--- config.mk ---
export PLATFORM = sky130hd
export DESIGN_NAME = bfs_supervisor
export DESIGN_NICKNAME = d
export VERILOG_FILES = /design/src/rtl/bfs_pkg.sv /design/src/rtl/bfs_skip_if.sv /design/src/rtl/bfs_skip_window.sv /design/src/rtl/bfs_supervisor.sv
export SDC_FILE = /design/constraint.sdc
export NUM_CORES = 1
export LEC_CHECK = 0
export ABC_CLOCK_PERIOD_IN_PS = 7900
export BUFFER_PORTS_ARGS = -buffer_cell sky130_fd_sc_hd__buf_2
export CAP_MARGIN = 0
export CORE_UTILIZATION = 35
export CTS_CLUSTER_DIAMETER = 150
export CTS_CLUSTER_SIZE = 20
export DETAILED_ROUTE_END_ITERATION = 10
export GPL_TIMING_DRIVEN = 0
export HOLD_SLACK_MARGIN = 0.12
export MAX_ROUTING_LAYER = met4
export PLACE_DENSITY_LB_ADDON = 0.1
export SYNTH_ARGS = -nofsm -noshare
export SYNTH_HDL_FRONTEND = slang
export SYNTH_SLANG_ARGS = --single-unit
export TNS_END_PERCENT = 50
--- constraint.sdc ---
create_clock -name clk_sys -period 7.9 [get_ports clk_sys]
set_input_delay 1.185 -clock clk_sys [delete_from_list [all_inputs] [get_ports clk_sys]]
set_output_delay 1.185 -clock clk_sys [all_outputs]
set_load 0.05 [all_outputs]
--- src/rtl/bfs_pkg.sv ---
// Shared constants, types and helpers of the buck fault supervisor
package bfs_pkg;

	// ****************************************
	// Timing
	// ****************************************
	localparam int CLK_PERIOD_PS   = 5000;
	localparam int OV_QUAL_MIN_NS  = 1000;
	localparam int OV_QUAL_MAX_NS  = 2000;
	// Least time rounds up
	localparam int OV_QUAL_CYC     = (OV_QUAL_MIN_NS * 1000 + CLK_PERIOD_PS - 1) / CLK_PERIOD_PS;
	localparam int OV_CNT_W        = 9;
	localparam int HICCUP_MS       = 200;
	localparam longint HICCUP_CYC_L = (64'(HICCUP_MS) * 64'd1000000000) / 64'(CLK_PERIOD_PS);
	localparam int HICCUP_CYC      = int'(HICCUP_CYC_L);
	localparam int HICCUP_CNT_W    = 26;

	// ****************************************
	// Skip window
	// ****************************************
	localparam int SKIP_WINDOW     = 8;
	localparam int SKIP_LIMIT      = 3;
	localparam logic [7:0] SKIP_WINDOW_RST = 8'h00;

	// ****************************************
	// Comparator flag positions
	// ****************************************
	localparam int FLG_HIGH_SIDE_OVERCURRENT   = 0;
	localparam int FLG_LOW_SIDE_OVERCURRENT   = 1;
	localparam int FLG_NEGOC  = 2;
	localparam int FLG_FBOV   = 3;
	localparam int FLG_FBUV   = 4;
	localparam int FLG_FBWIN  = 5;
	localparam int FLG_PVRISE = 6;
	localparam int FLG_PVFALL = 7;
	localparam int FLG_AVLOW  = 8;
	localparam int FLG_AVOK   = 9;
	localparam int FLG_OT     = 10;
	localparam int FLG_OTCOOL = 11;
	localparam int FLG_SSDONE = 12;
	localparam int FLG_ZERO   = 13;
	localparam int FLG_W      = 14;

	// ****************************************
	// State types
	// ****************************************
	typedef enum logic [3:0] {
		BFS_POR    = 4'h1,
		BFS_SOFT   = 4'h2,
		BFS_RUN    = 4'h4,
		BFS_HICCUP = 4'h8
	} bfs_state_type;

	typedef enum logic [2:0] {
		BFS_NEG_IDLE = 3'h1,
		BFS_NEG_HS   = 3'h2,
		BFS_NEG_OFF  = 3'h4
	} bfs_neg_type;

	function automatic logic [3:0] bfs_count_ones(input logic [7:0] v);
		logic [3:0] n;
		n = 4'h0;
		for (int i = 0; i < SKIP_WINDOW; i++)
			n = n + {3'h0, v[i]};
		return n;
	endfunction : bfs_count_ones

endpackage : bfs_pkg

--- src/rtl/bfs_skip_if.sv ---
// Signals between the supervisor and its skip-window counter
`timescale 1ns/1ps
interface bfs_skip_if;
	logic pwm_tick;
	logic skipped;
	logic clear;
	logic fault;

	modport supervisor (output pwm_tick, output skipped, output clear, input fault);
	modport counter    (input pwm_tick, input skipped, input clear, output fault);
endinterface : bfs_skip_if

--- src/rtl/bfs_skip_window.sv ---
// Sliding eight-cycle window of skipped high-side cycles
`timescale 1ns/1ps
module bfs_skip_window
	import bfs_pkg::*;
(
	// Clock and reset
	input  wire logic clk_sys,
	input  wire logic reset,
	// Supervisor side
	bfs_skip_if.counter sk
);

	logic [7:0] window_r;
	logic [7:0] window_nxt;
	logic       fault_r;
	logic       fault_nxt;

	always_comb
	begin
		window_nxt = window_r;
		fault_nxt  = fault_r;
		if (sk.clear)
		begin
			window_nxt = SKIP_WINDOW_RST;
			fault_nxt  = 1'b0;
		end
		else if (sk.pwm_tick)
		begin
			window_nxt = {window_r[6:0], sk.skipped};
			// Latched until the supervisor leaves normal switching
			if (bfs_count_ones(window_nxt) >= 4'(SKIP_LIMIT))
				fault_nxt = 1'b1;
		end
	end

	always_ff @(posedge clk_sys or posedge reset)
	begin
		if (reset)
		begin
			window_r <= SKIP_WINDOW_RST;
			fault_r  <= 1'b0;
		end
		else
		begin
			window_r <= window_nxt;
			fault_r  <= fault_nxt;
		end
	end

	assign sk.fault = fault_r;
endmodule : bfs_skip_window

--- src/rtl/bfs_supervisor.sv ---
// Fault supervisor for a synchronous buck regulator: gating, hiccup and power-good
// How it works
// - After startup, high-side overcurrent turns both switches off and starts 200 ms hiccup.
// - High-side current back under limit and no other fault resumes normal switching.
// - After startup, low-side overcurrent skips high-side on-cycles until it clears.
// - Skipped cycles tracked over eight cycles; three skips latch a low-side fault.
// - A latched low-side fault stops switching and starts 200 ms hiccup.
// - After a low-side fault, resume only when overcurrent gone and no other fault.
// - After startup, negative low-side overcurrent latches the negative protection state.
// - In that state low side off, high side on, until high-side current crosses zero.
// - Then both switches off until next PWM clock, when latch clears and switching resumes.
// - Power-good rises only after soft-start done and feedback inside regulation window.
// - Feedback over 120 percent, qualified 1 to 2 us, starts 200 ms hiccup.
// - Feedback back under 120 percent lets normal operation resume.
// - After startup, feedback under 70 percent together with low-side overcurrent starts 200 ms hiccup.
// - Feedback under 70 percent alone raises no undervoltage fault.
// - Undervoltage releases once feedback above 70 percent and low-side overcurrent cleared.
// - Input lockout enables above rising threshold flag, disables below falling flag.
// - After power-good, over-temperature shuts down and holds power-good low.
// - Thermal restart only once below 123 C, through a fresh soft-start.
// - Bias supply under 2.7 V switches off; restart through startup above 2.9 V.
// - Supply lockouts and thermal fault force reset state, then start per enable.
// - Any fault forces power-good low until cleared through a soft-start attempt.
`timescale 1ns/1ps
module bfs_supervisor
	import bfs_pkg::*;
#(
	parameter int HICCUP_CYCLES = HICCUP_CYC
)
(
	// Clock and reset
	input  wire logic clk_sys,
	input  wire logic reset,
	// Digital controls
	input  wire logic enable_in,
	input  wire logic pwm_clock_tick,
	input  wire logic pwm_high_request,
	// Analog comparator flags
	input  wire logic high_side_overcurrent,
	input  wire logic low_side_overcurrent,
	input  wire logic low_side_negative_overcurrent,
	input  wire logic feedback_sense_over,
	input  wire logic feedback_sense_under,
	input  wire logic feedback_sense_in_window,
	input  wire logic power_input_supply_above_rise,
	input  wire logic power_input_supply_below_fall,
	input  wire logic analog_bias_supply_below_off,
	input  wire logic analog_bias_supply_above_on,
	input  wire logic over_temperature,
	input  wire logic temperature_below_restart,
	input  wire logic soft_start_done,
	input  wire logic high_side_zero_cross,
	// Switch drive
	output logic      high_side_drive,
	output logic      low_side_drive,
	// Soft-start and power-good
	output logic      soft_start_run,
	output logic      power_good_output,
	output logic      power_good_pull_oe,
	// Status
	output logic      hiccup_active,
	output logic      supply_lockout
);

	// ****************************************
	// Synchronisers
	// ****************************************
	logic [FLG_W-1:0] flag_meta_r;
	logic [FLG_W-1:0] flag_s_r;

	always_ff @(posedge clk_sys or posedge reset)
	begin
		if (reset)
		begin
			flag_meta_r <= '0;
			flag_s_r    <= '0;
		end
		else
		begin
			// Analog flags are asynchronous to the system clock
			flag_meta_r <= {high_side_zero_cross, soft_start_done, temperature_below_restart,
				over_temperature, analog_bias_supply_above_on, analog_bias_supply_below_off,
				power_input_supply_below_fall, power_input_supply_above_rise,
				feedback_sense_in_window, feedback_sense_under, feedback_sense_over,
				low_side_negative_overcurrent, low_side_overcurrent,
				high_side_overcurrent};
			flag_s_r    <= flag_meta_r;
		end
	end

	logic high_side_overcurrent_s, low_side_overcurrent_s, negoc_s, fbov_s, fbuv_s, fbwin_s, ssdone_s, zero_s;
	assign high_side_overcurrent_s   = flag_s_r[FLG_HIGH_SIDE_OVERCURRENT];
	assign low_side_overcurrent_s   = flag_s_r[FLG_LOW_SIDE_OVERCURRENT];
	assign negoc_s  = flag_s_r[FLG_NEGOC];
	assign fbov_s   = flag_s_r[FLG_FBOV];
	assign fbuv_s   = flag_s_r[FLG_FBUV];
	assign fbwin_s  = flag_s_r[FLG_FBWIN];
	assign ssdone_s = flag_s_r[FLG_SSDONE];
	assign zero_s   = flag_s_r[FLG_ZERO];

	// ****************************************
	// Lockouts
	// ****************************************
	logic pv_lock_r, pv_lock_nxt;
	logic av_lock_r, av_lock_nxt;
	logic ot_lock_r, ot_lock_nxt;
	logic lock_any;
	bfs_state_type state_r, state_nxt;
	logic pg_r, pg_nxt;

	always_comb
	begin
		pv_lock_nxt = pv_lock_r;
		av_lock_nxt = av_lock_r;
		ot_lock_nxt = ot_lock_r;
		// Hysteresis from two threshold flags; the flag that sets the lockout wins
		if (flag_s_r[FLG_PVFALL])
			pv_lock_nxt = 1'b1;
		else if (flag_s_r[FLG_PVRISE])
			pv_lock_nxt = 1'b0;
		if (flag_s_r[FLG_AVLOW])
			av_lock_nxt = 1'b1;
		else if (flag_s_r[FLG_AVOK])
			av_lock_nxt = 1'b0;
		if (pg_r && flag_s_r[FLG_OT])
			ot_lock_nxt = 1'b1;
		else if (flag_s_r[FLG_OTCOOL])
			ot_lock_nxt = 1'b0;
	end

	assign lock_any = pv_lock_r || av_lock_r || ot_lock_r;

	// ****************************************
	// Overvoltage qualification
	// ****************************************
	logic [OV_CNT_W-1:0] ov_cnt_r, ov_cnt_nxt;
	logic                ov_fault;

	always_comb
	begin
		ov_cnt_nxt = '0;
		if (fbov_s && (state_r == BFS_SOFT || state_r == BFS_RUN))
			ov_cnt_nxt = (ov_cnt_r == OV_CNT_W'(OV_QUAL_CYC)) ? ov_cnt_r : ov_cnt_r + 1'b1;
	end

	assign ov_fault = (ov_cnt_r == OV_CNT_W'(OV_QUAL_CYC));

	// ****************************************
	// Main sequence
	// ****************************************
	bfs_skip_if sk ();
	logic [HICCUP_CNT_W-1:0] hic_cnt_r, hic_cnt_nxt;
	logic run_fault;
	logic fault_present;

	// Undervoltage needs low-side overcurrent too; feedback low alone is ignored
	assign run_fault = high_side_overcurrent_s || sk.fault || (fbuv_s && low_side_overcurrent_s);
	assign fault_present = high_side_overcurrent_s || low_side_overcurrent_s || fbov_s || fbuv_s;

	always_comb
	begin
		state_nxt   = state_r;
		hic_cnt_nxt = '0;
		case (state_r)
			BFS_POR:
			begin
				if (!lock_any && enable_in)
					state_nxt = BFS_SOFT;
			end
			BFS_SOFT:
			begin
				if (ov_fault)
					state_nxt = BFS_HICCUP;
				else if (ssdone_s)
					state_nxt = BFS_RUN;
			end
			BFS_RUN:
			begin
				if (ov_fault || run_fault)
					state_nxt = BFS_HICCUP;
			end
			BFS_HICCUP:
			begin
				hic_cnt_nxt = hic_cnt_r + 1'b1;
				if (hic_cnt_r == HICCUP_CNT_W'(HICCUP_CYCLES - 1))
				begin
					// Another full period while any fault is still seen
					hic_cnt_nxt = '0;
					if (!fault_present)
						state_nxt = BFS_SOFT;
				end
			end
			default:
			begin
				state_nxt = BFS_POR;
			end
		endcase
		// Lockouts and disable override every state
		if (lock_any || !enable_in)
		begin
			state_nxt   = BFS_POR;
			hic_cnt_nxt = '0;
		end
	end

	// ****************************************
	// Negative overcurrent and gating
	// ****************************************
	bfs_neg_type neg_r, neg_nxt;
	logic skip_r, skip_nxt;
	logic hs_r, hs_nxt;
	logic ls_r, ls_nxt;

	always_comb
	begin
		neg_nxt  = neg_r;
		skip_nxt = skip_r;
		if (state_r != BFS_RUN)
			neg_nxt = BFS_NEG_IDLE;
		else
			case (neg_r)
				BFS_NEG_IDLE:
				begin
					if (negoc_s)
						neg_nxt = BFS_NEG_HS;
				end
				BFS_NEG_HS:
				begin
					if (zero_s)
						neg_nxt = BFS_NEG_OFF;
				end
				BFS_NEG_OFF:
				begin
					if (pwm_clock_tick)
						neg_nxt = BFS_NEG_IDLE;
				end
				default:
				begin
					neg_nxt = BFS_NEG_IDLE;
				end
			endcase
		// Skip decision held for a whole PWM cycle
		if (state_r != BFS_RUN)
			skip_nxt = 1'b0;
		else if (pwm_clock_tick)
			skip_nxt = low_side_overcurrent_s;
	end

	always_comb
	begin
		hs_nxt = 1'b0;
		ls_nxt = 1'b0;
		if (state_r == BFS_SOFT)
		begin
			hs_nxt = pwm_high_request;
			ls_nxt = !pwm_high_request;
		end
		else if (state_r == BFS_RUN)
		begin
			case (neg_r)
				BFS_NEG_HS:
				begin
					hs_nxt = 1'b1;
					ls_nxt = 1'b0;
				end
				BFS_NEG_OFF:
				begin
					hs_nxt = 1'b0;
					ls_nxt = 1'b0;
				end
				default:
				begin
					hs_nxt = pwm_high_request && !skip_r;
					ls_nxt = !pwm_high_request || skip_r;
				end
			endcase
		end
	end

	// Power-good only in normal switching with feedback in window
	assign pg_nxt = (state_r == BFS_RUN) && ssdone_s && fbwin_s && !run_fault && !ov_fault
		&& !lock_any;

	always_ff @(posedge clk_sys or posedge reset)
	begin
		if (reset)
		begin
			state_r   <= BFS_POR;
			pv_lock_r <= 1'b1;
			av_lock_r <= 1'b1;
			ot_lock_r <= 1'b0;
			ov_cnt_r  <= '0;
			hic_cnt_r <= '0;
			neg_r     <= BFS_NEG_IDLE;
			skip_r    <= 1'b0;
			hs_r      <= 1'b0;
			ls_r      <= 1'b0;
			pg_r      <= 1'b0;
		end
		else
		begin
			state_r   <= state_nxt;
			pv_lock_r <= pv_lock_nxt;
			av_lock_r <= av_lock_nxt;
			ot_lock_r <= ot_lock_nxt;
			ov_cnt_r  <= ov_cnt_nxt;
			hic_cnt_r <= hic_cnt_nxt;
			neg_r     <= neg_nxt;
			skip_r    <= skip_nxt;
			hs_r      <= hs_nxt;
			ls_r      <= ls_nxt;
			pg_r      <= pg_nxt;
		end
	end

	assign sk.pwm_tick = pwm_clock_tick && (state_r == BFS_RUN);
	assign sk.skipped  = low_side_overcurrent_s;
	assign sk.clear    = (state_r != BFS_RUN);

	bfs_skip_window u_skip (
		.clk_sys (clk_sys),
		.reset   (reset),
		.sk      (sk)
	);

	assign high_side_drive    = hs_r;
	assign low_side_drive     = ls_r;
	// Low restarts the ramp, so every retry is a fresh soft-start
	assign soft_start_run     = (state_r == BFS_SOFT) || (state_r == BFS_RUN);
	assign power_good_output  = pg_r;
	assign power_good_pull_oe = !pg_r;
	assign hiccup_active      = (state_r == BFS_HICCUP);
	assign supply_lockout     = lock_any;
endmodule : bfs_supervisor

==> results of run 1 <==
## worst register-to-register path, delay by kind of cell, from the launching register on
family | cells | cell delay (ns)
flops | 1 | 0.42
fa+ha+maj | 5 | 2.06
buf+inv | 2 | 0.09
simple gates | 2 | 0.29
compound gates | 2 | 0.28
## layer usage
| metal | share of wire, % | vias to the layer above |
|---|---|---|
| li1 | - | 1191 |
| met3 | 3.2 | 9 |
| met1 | 51 | 1156 |
| met5 | 0 | - |
| met4 | 1.6 | 0 |
| met2 | 44 | 37 |
## cells in the final DEF (no fill, tap or decap), drive strengths merged, types with 5 or more instances in the layout
cell,netlist,final
a21oi,10,10
nand2,15,15
xnor2,10,10
clkbuf,4,13
nor3,10,10
nand2b,5,5
xor2,23,23
nor2,54,54
dfrtp,81,81
and3,7,7
mux2i,7,7
inv,19,23
buf,5,31
nand3,22,22
ha,6,6
nand4,9,9
o21ai,7,7
## sequential cells by signal (all words and copies together), names as in the netlist, 3 cells and up
register	cells
flag_s_r	14
neg_r	3
flag_meta_r	14
hic_cnt_r	26
state_r	4
ov_cnt_r	9
u_skip.window_r	7
## power by group through the flow
| stage | Clock, mW | Combinational, mW | Sequential (mW) |
|---|---|---|---|
| 2_1_floorplan | 0 | 0.0134 | 0.455 |
| 3_3_place_gp | 0 | 0.0220 | 0.456 |
| 3_5_place_dp | 0 | 0.0236 | 0.456 |
| 4_1_cts | 0.316 | 0.0238 | 0.447 |
| 5_1_grt | 0.331 | 0.0262 | 0.448 |
| 6_report | 0.303 | 0.0225 | 0.447 |
## worst min path at each step
stage | from | cells past startpoint | end | slack [ns]
finish | flag_meta_r[3] | 0 | flag_s_r[3] | 0.36
global route | flag_meta_r[3] | 0 | flag_s_r[3] | 0.36
CTS | flag_meta_r[3] | 0 | flag_s_r[3] | 0.36
detailed placement | flag_meta_r[5] | 0 | flag_s_r[5] | 0.33
global placement | flag_meta_r[9] | 0 | flag_s_r[9] | 0.33
floorplan | flag_meta_r[0] | 0 | flag_s_r[0] | 0.33
## cell families (layout without fill, tap and decap cells)
| kind of cell | Yosys count | after routing | synth area share, % |
|---|---|---|---|
| adder cells (fa/ha/maj) | 10 | 10 | 4.25 |
| flip-flops | 85 | 85 | 58.4 |
| AND/OR/NAND/NOR | 140 | 140 | 19.2 |
| AO/OA/AOI/OAI | 27 | 27 | 4.77 |
| buffers and inverters | 28 | 70 | 3.19 |
| multiplexers | 8 | 8 | 2.23 |
| XOR/XNOR | 33 | 33 | 7.92 |
## stage by stage
stage               worst slack [ns]  cell area [µm²]
finish                          4.69             4160
global route                    4.53             4160
CTS                             4.66             4160
detailed placement              4.70             3960
global placement                3.46             3940
floorplan                       4.26             3650
## final cells by class
type                       instances  area [µm²]
clock buffer                       9         124
timing repair buffer              26         145
sequential                        85        2130
buffer                             9        45.0
tap                              133         166
fill                             977        5790
inverter                          19        73.8
clock inverter                     7        73.8
multi-input combinational        218        1400
==> flow_summary.yaml, run 1 <==
detailed_routing:
  drt-vias-per-instance: 4.73
  vias: 2393
  antenna_left: 0
  wirelength_mm: 6.56
  drc_errors: 0
  initialDrtViolationCount: 126
  wl_per_cell_um: 13.0
  detail_route.first_pass.iterations: 4
clock_network:
  cts_root_buf: "clkbuf_8"
  clockBufferDepth: 2
  cts.sinks: 85
  insertion_delay_ns: 0.37
  htreeDepth: 3
  cts_tree: "built"
  post_cts.repair.setup_buffers: 0
  cts_resized: 0
  cts_made_buffers: 9
  cts-hold-fix-buffers: 0
  clk_pin_slew_ns: 0.09
pwr:
  p_int_uw: 576
  p_per_area_nw_per_um2: 186
  total_power_uw: 773
  switching_share_pct: 25.4
  comb_power_share_pct: 2.9
  p_seq_share_pct: 57.9
  clkPwrFrac_pct: 39.2
  power_leakage_nw: 1.78
  switchingPower_uw: 197
  peakVddDrop_v: 0.0000838
setup_path:
  crit_arrival_ns: 3.50
  critPathMaxStageDelay_ns: 0.54
  cp_top_family: "adder cells"
  start_kind: "flop"
  regToRegSetupSlack_ns: 4.69
  rr_startpoint: "u_skip.window_r[0]"
  r2r_cells: 11
  worstSetupPathType: "flop to flop"
  r2r-end: "u_skip.sk.fault"
  path_cells: "fa_1, inv_1, fa_1, fa_1, inv_1, ha_1, fa_1, and3_1, o21ai_0, a21oi_1, nor2_1"
  required_ns: 8.19
  critical_path_depth: 11
  crit_top_cell: "fa_1"
  slowest_stage: "fa_1"
  end_kind: "flop"
  path_max_fanout: 3
  crit_end: "u_skip.sk.fault"
  critPathLaunch: "u_skip.window_r[0]"
  path_buf_inv: 2
grt:
  first_global_vias: 2412
  grt_overflow: 0
  antenna_found_initial: 0
  top_usage_layer: "met2"
  met3_usage_pct: 3.07
  grt_usage_pct: 13.8
  gr-usage-met1_pct: 18.7
  grt_max_degree: 45
  grt_pass1_wl_mm: 11.5
  use_met2_pct: 20.1
synthesis:
  ys_warn_count: 0
  yosys-top-cells-count: "dfrtp_1 (81), nor2_1 (54), xor2_1 (23), nand3_1 (22), inv_1 (19)"
  synth_top_area_share_pct: 55.6
  syn_area_um2: 3650
  synth_largest_area_cell: "dfrtp_1"
  ys.flop_type: "dfrtp_1"
  ys_seq_area_share_pct: 58.4
  yosys.cell_types.count: 42
  yosysMostFrequentCell: "dfrtp_1"
  ys_ff_latch: 85
  synth_nets: 360
  postSynth.asyncResetShare_pct: 100
  syn_inst: 331
  synth.area.top_cells: "dfrtp_1 (56%), nor2_1 (5.6%), xor2_1 (5.5%)"
  synth_area_per_cell_um2: 11.0
  synth-edff-count: 0
sta:
  finalSetupViolCount: 0
  hold-worst-slack_ns: 0.355
  max_slew_margin_pct: 19.3
  worstMarginPinSlew_ns: 1.20
  rsz0062_at_grt: "no"
  finalMaxSlewViolations: 0
  hold_violations: 0
  skew_ns: 0.0130
  period_share_pct: 40.6
  fin_tns_setup_ns: 0
  max_freq_mhz: 312
  fin_crit_ns: 3.21
cells_and_area:
  drive_gt1_share_pct: 15.3
  final_nets: 397
  final_cell_count_no_fill: 506
  antenna_cells: 0
  area_growth_pct: 14.0
  fin_util_pct: 41.8
die:
  core_area_um2: 9950
  chipWidth_um: 104
  io_pins: 26
  dieArea_um2: 10800
  rows: 36
  die_h_um: 104
  start_util_pct: 36.7
run_status:
  outcome: "completed"
worst_hold_path:
  hp-class: "flop to flop"
place:
  routabilityCongestion: 0.753
  dpl.hpwl_mm: 4.44
  dp_cells: 490
  portBuffers: 25
job:
  cap_violations: 0
(Power assumes the default switching activity.)
==> inputs of run 2 (changes only) <==
- ABC_CLOCK_PERIOD_IN_PS: 7900 -> 3300
- clock period: 7.9 -> 3.3 ns (I/O delays scaled with it)
==> run 2 against run 1 <==
Effect of this change: die area is the same; first-iteration DRC count shrank 25%; fmax grew 2.2%; utilization grew 0.11 points; largest cell class unchanged; global-route usage grew 0.64 points; final cell count grew 0.40%; clock power grew 120%; power grew 130%; highest routed layer unchanged.
==> flow_summary.yaml, run 2 (synthesized netlist as in run 1, its figures left out) <==
place:
  dp_slack_ns: 0.156
  dpl_cell_area_um2: 3980
  dp_cells: 490
  dpl.hpwl_mm: 4.50
  portBuffers: 25
  routabilityCongestion: 0.721
grt:
  first_global_vias: 2331
  grt_overflow: 0
  antenna_found_initial: 0
  grt_pass1_wl_mm: 12.0
  grt_max_degree: 60
  grt_usage_pct: 14.5
setup_path:
  path_max_fanout: 3
  regToRegSetupSlack_ns: 0.16
  slowest_stage: "fa_1"
  end_kind: "flop"
  required_ns: 3.58
  worstSetupPathType: "flop to flop"
  path_cells: "fa_1, inv_1, fa_1, fa_1, inv_1, ha_1, fa_1, and3_1, o21ai_1, a21oi_1, nor2_1"
  path_buf_inv: 2
  cp_top_family: "adder cells"
  start_kind: "flop"
  crit_top_cell: "fa_1"
  critPathMaxStageDelay_ns: 0.55
  crit_arrival_ns: 3.42
sta:
  worstMarginPinSlew_ns: 1.18
  skew_ns: 0.00895
  max_freq_mhz: 319
  hold-worst-slack_ns: 0.234
  fin_crit_ns: 3.14
  finalSetupViolCount: 0
  max_slew_margin_pct: 20.3
  hold_violations: 0
  worst_slack_ns: 0.162
  period_share_pct: 95.1
  finalMaxSlewViolations: 0
  rsz0062_at_grt: "no"
  fin_tns_setup_ns: 0
clock_network:
  cts_tree: "built"
  clockBufferDepth: 2
  htreeDepth: 3
  clk_pin_slew_ns: 0.09
  cts_root_buf: "clkbuf_8"
  insertion_delay_ns: 0.36
  cts.sinks: 85
  cts_made_buffers: 9
job:
  cap_violations: 0
die:
  start_util_pct: 36.7
  dieArea_um2: 10800
  io_pins: 26
  die_h_um: 104
  rows: 36
  core_area_um2: 9950
  chipWidth_um: 104
cells_and_area:
  design_area_um2: 4170
  largest_register: "hic_cnt_r"
  layout_commonest_cell: "dfrtp_1"
  largest_reg_flops: 26
  fin_util_pct: 41.9
  final_nets: 399
  drive_gt1_share_pct: 15.5
  antenna_cells: 0
  nFillCells: 968
  reg.largest.list: "hic_cnt_r (26), flag_meta_r (14), flag_s_r (14)"
  area_growth_pct: 14.3
  layout_common_cells: "dfrtp_1 (81), nor2_1 (54), buf_2 (28), xor2_1 (23), nand3_1 (22)"
  final_cell_count_no_fill: 508
detailed_routing:
  wl_per_cell_um: 13.1
  wirelength_mm: 6.68
  drt-vias-per-instance: 4.71
  drc_errors: 0
  vias: 2392
  initialDrtViolationCount: 94
  detail_route.first_pass.iterations: 4
  antenna_left: 0
run_status:
  outcome: "completed"
pwr:
  p_per_area_nw_per_um2: 433
  peakVddDrop_v: 0.000314
  power_leakage_nw: 1.78
  total_power_mw: 1.81
worst_hold_path:
  hp-class: "input port to flop"
## run 2: changes by cell type in the layout (fill, tap and decap cells not counted), sizes merged
| cell | change |
|---|---|
| buf | +1 |
| clkinvlp | +3 |
| clkinv | -2 |
| clkbuf | +2 |
| inv | -3 |
| dlygate4sd3 | +1 |
## run 2: final cells by class
class | count | area (µm²) | share of cell area, %
buffer | 9 | 45.0 | 1.08
clock buffer | 11 | 141 | 3.39
clock inverter | 5 | 36.3 | 0.870
inverter | 19 | 73.8 | 1.77
multi-input combinational | 218 | 1410 | 33.7
sequential | 85 | 2130 | 51.1
tap | 133 | 166 | 3.99
timing repair buffer | 28 | 170 | 4.08
## run 2: final timing paths
| kind | start | end | depth (start not counted) |
|---|---|---|---|
| setup / recovery | u_skip.window_r[0] | u_skip.sk.fault | 11 |
| hold / removal | over_temperature | flag_meta_r[10] | 1 |
| setup reg to reg | u_skip.window_r[0] | u_skip.sk.fault | 11 |
| hold reg to reg | flag_meta_r[9] | flag_s_r[9] | 0 |
| max in group asynchronous | reset | neg_r[0] | 4 |
| min in group asynchronous | reset | flag_meta_r[10] | 3 |
## run 2: worst register-to-register path: stages (launching register included)
cell and delay, ns:
dfrtp_1 0.42, fa_1 0.55, inv_1 0.05, fa_1 0.44, fa_1 0.49, inv_1 0.04, ha_1 0.20, fa_1 0.37
and3_1 0.17, o21ai_1 0.13, a21oi_1 0.08, nor2_1 0.13
## run 2: routing by layer
metal / vias to the layer above / share of wire (%) / GRT usage (%)
met5: - / 0 / -
met3: 10 / 3.7 / 4.20
li1: 1188 / - / -
met4: 0 / 1.6 / 5.20
met2: 35 / 44 / 20.0
met1: 1159 / 51 / 20.1
## run 2: power by group
part | switching [mW] | internal [mW]
Combinational | 0.0356 | 0.0205
Clock | 0.384 | 0.296
Sequential | 0.00833 | 1.06
## run 2: what timing repair did
item                                   in CTS  in global routing
endpoints found under the hold margin      24                  0
buffers inserted                            0                  1
gates resized for setup                     0                  1
setup endpoints to repair                   0                  1
hold buffers                                1                  0
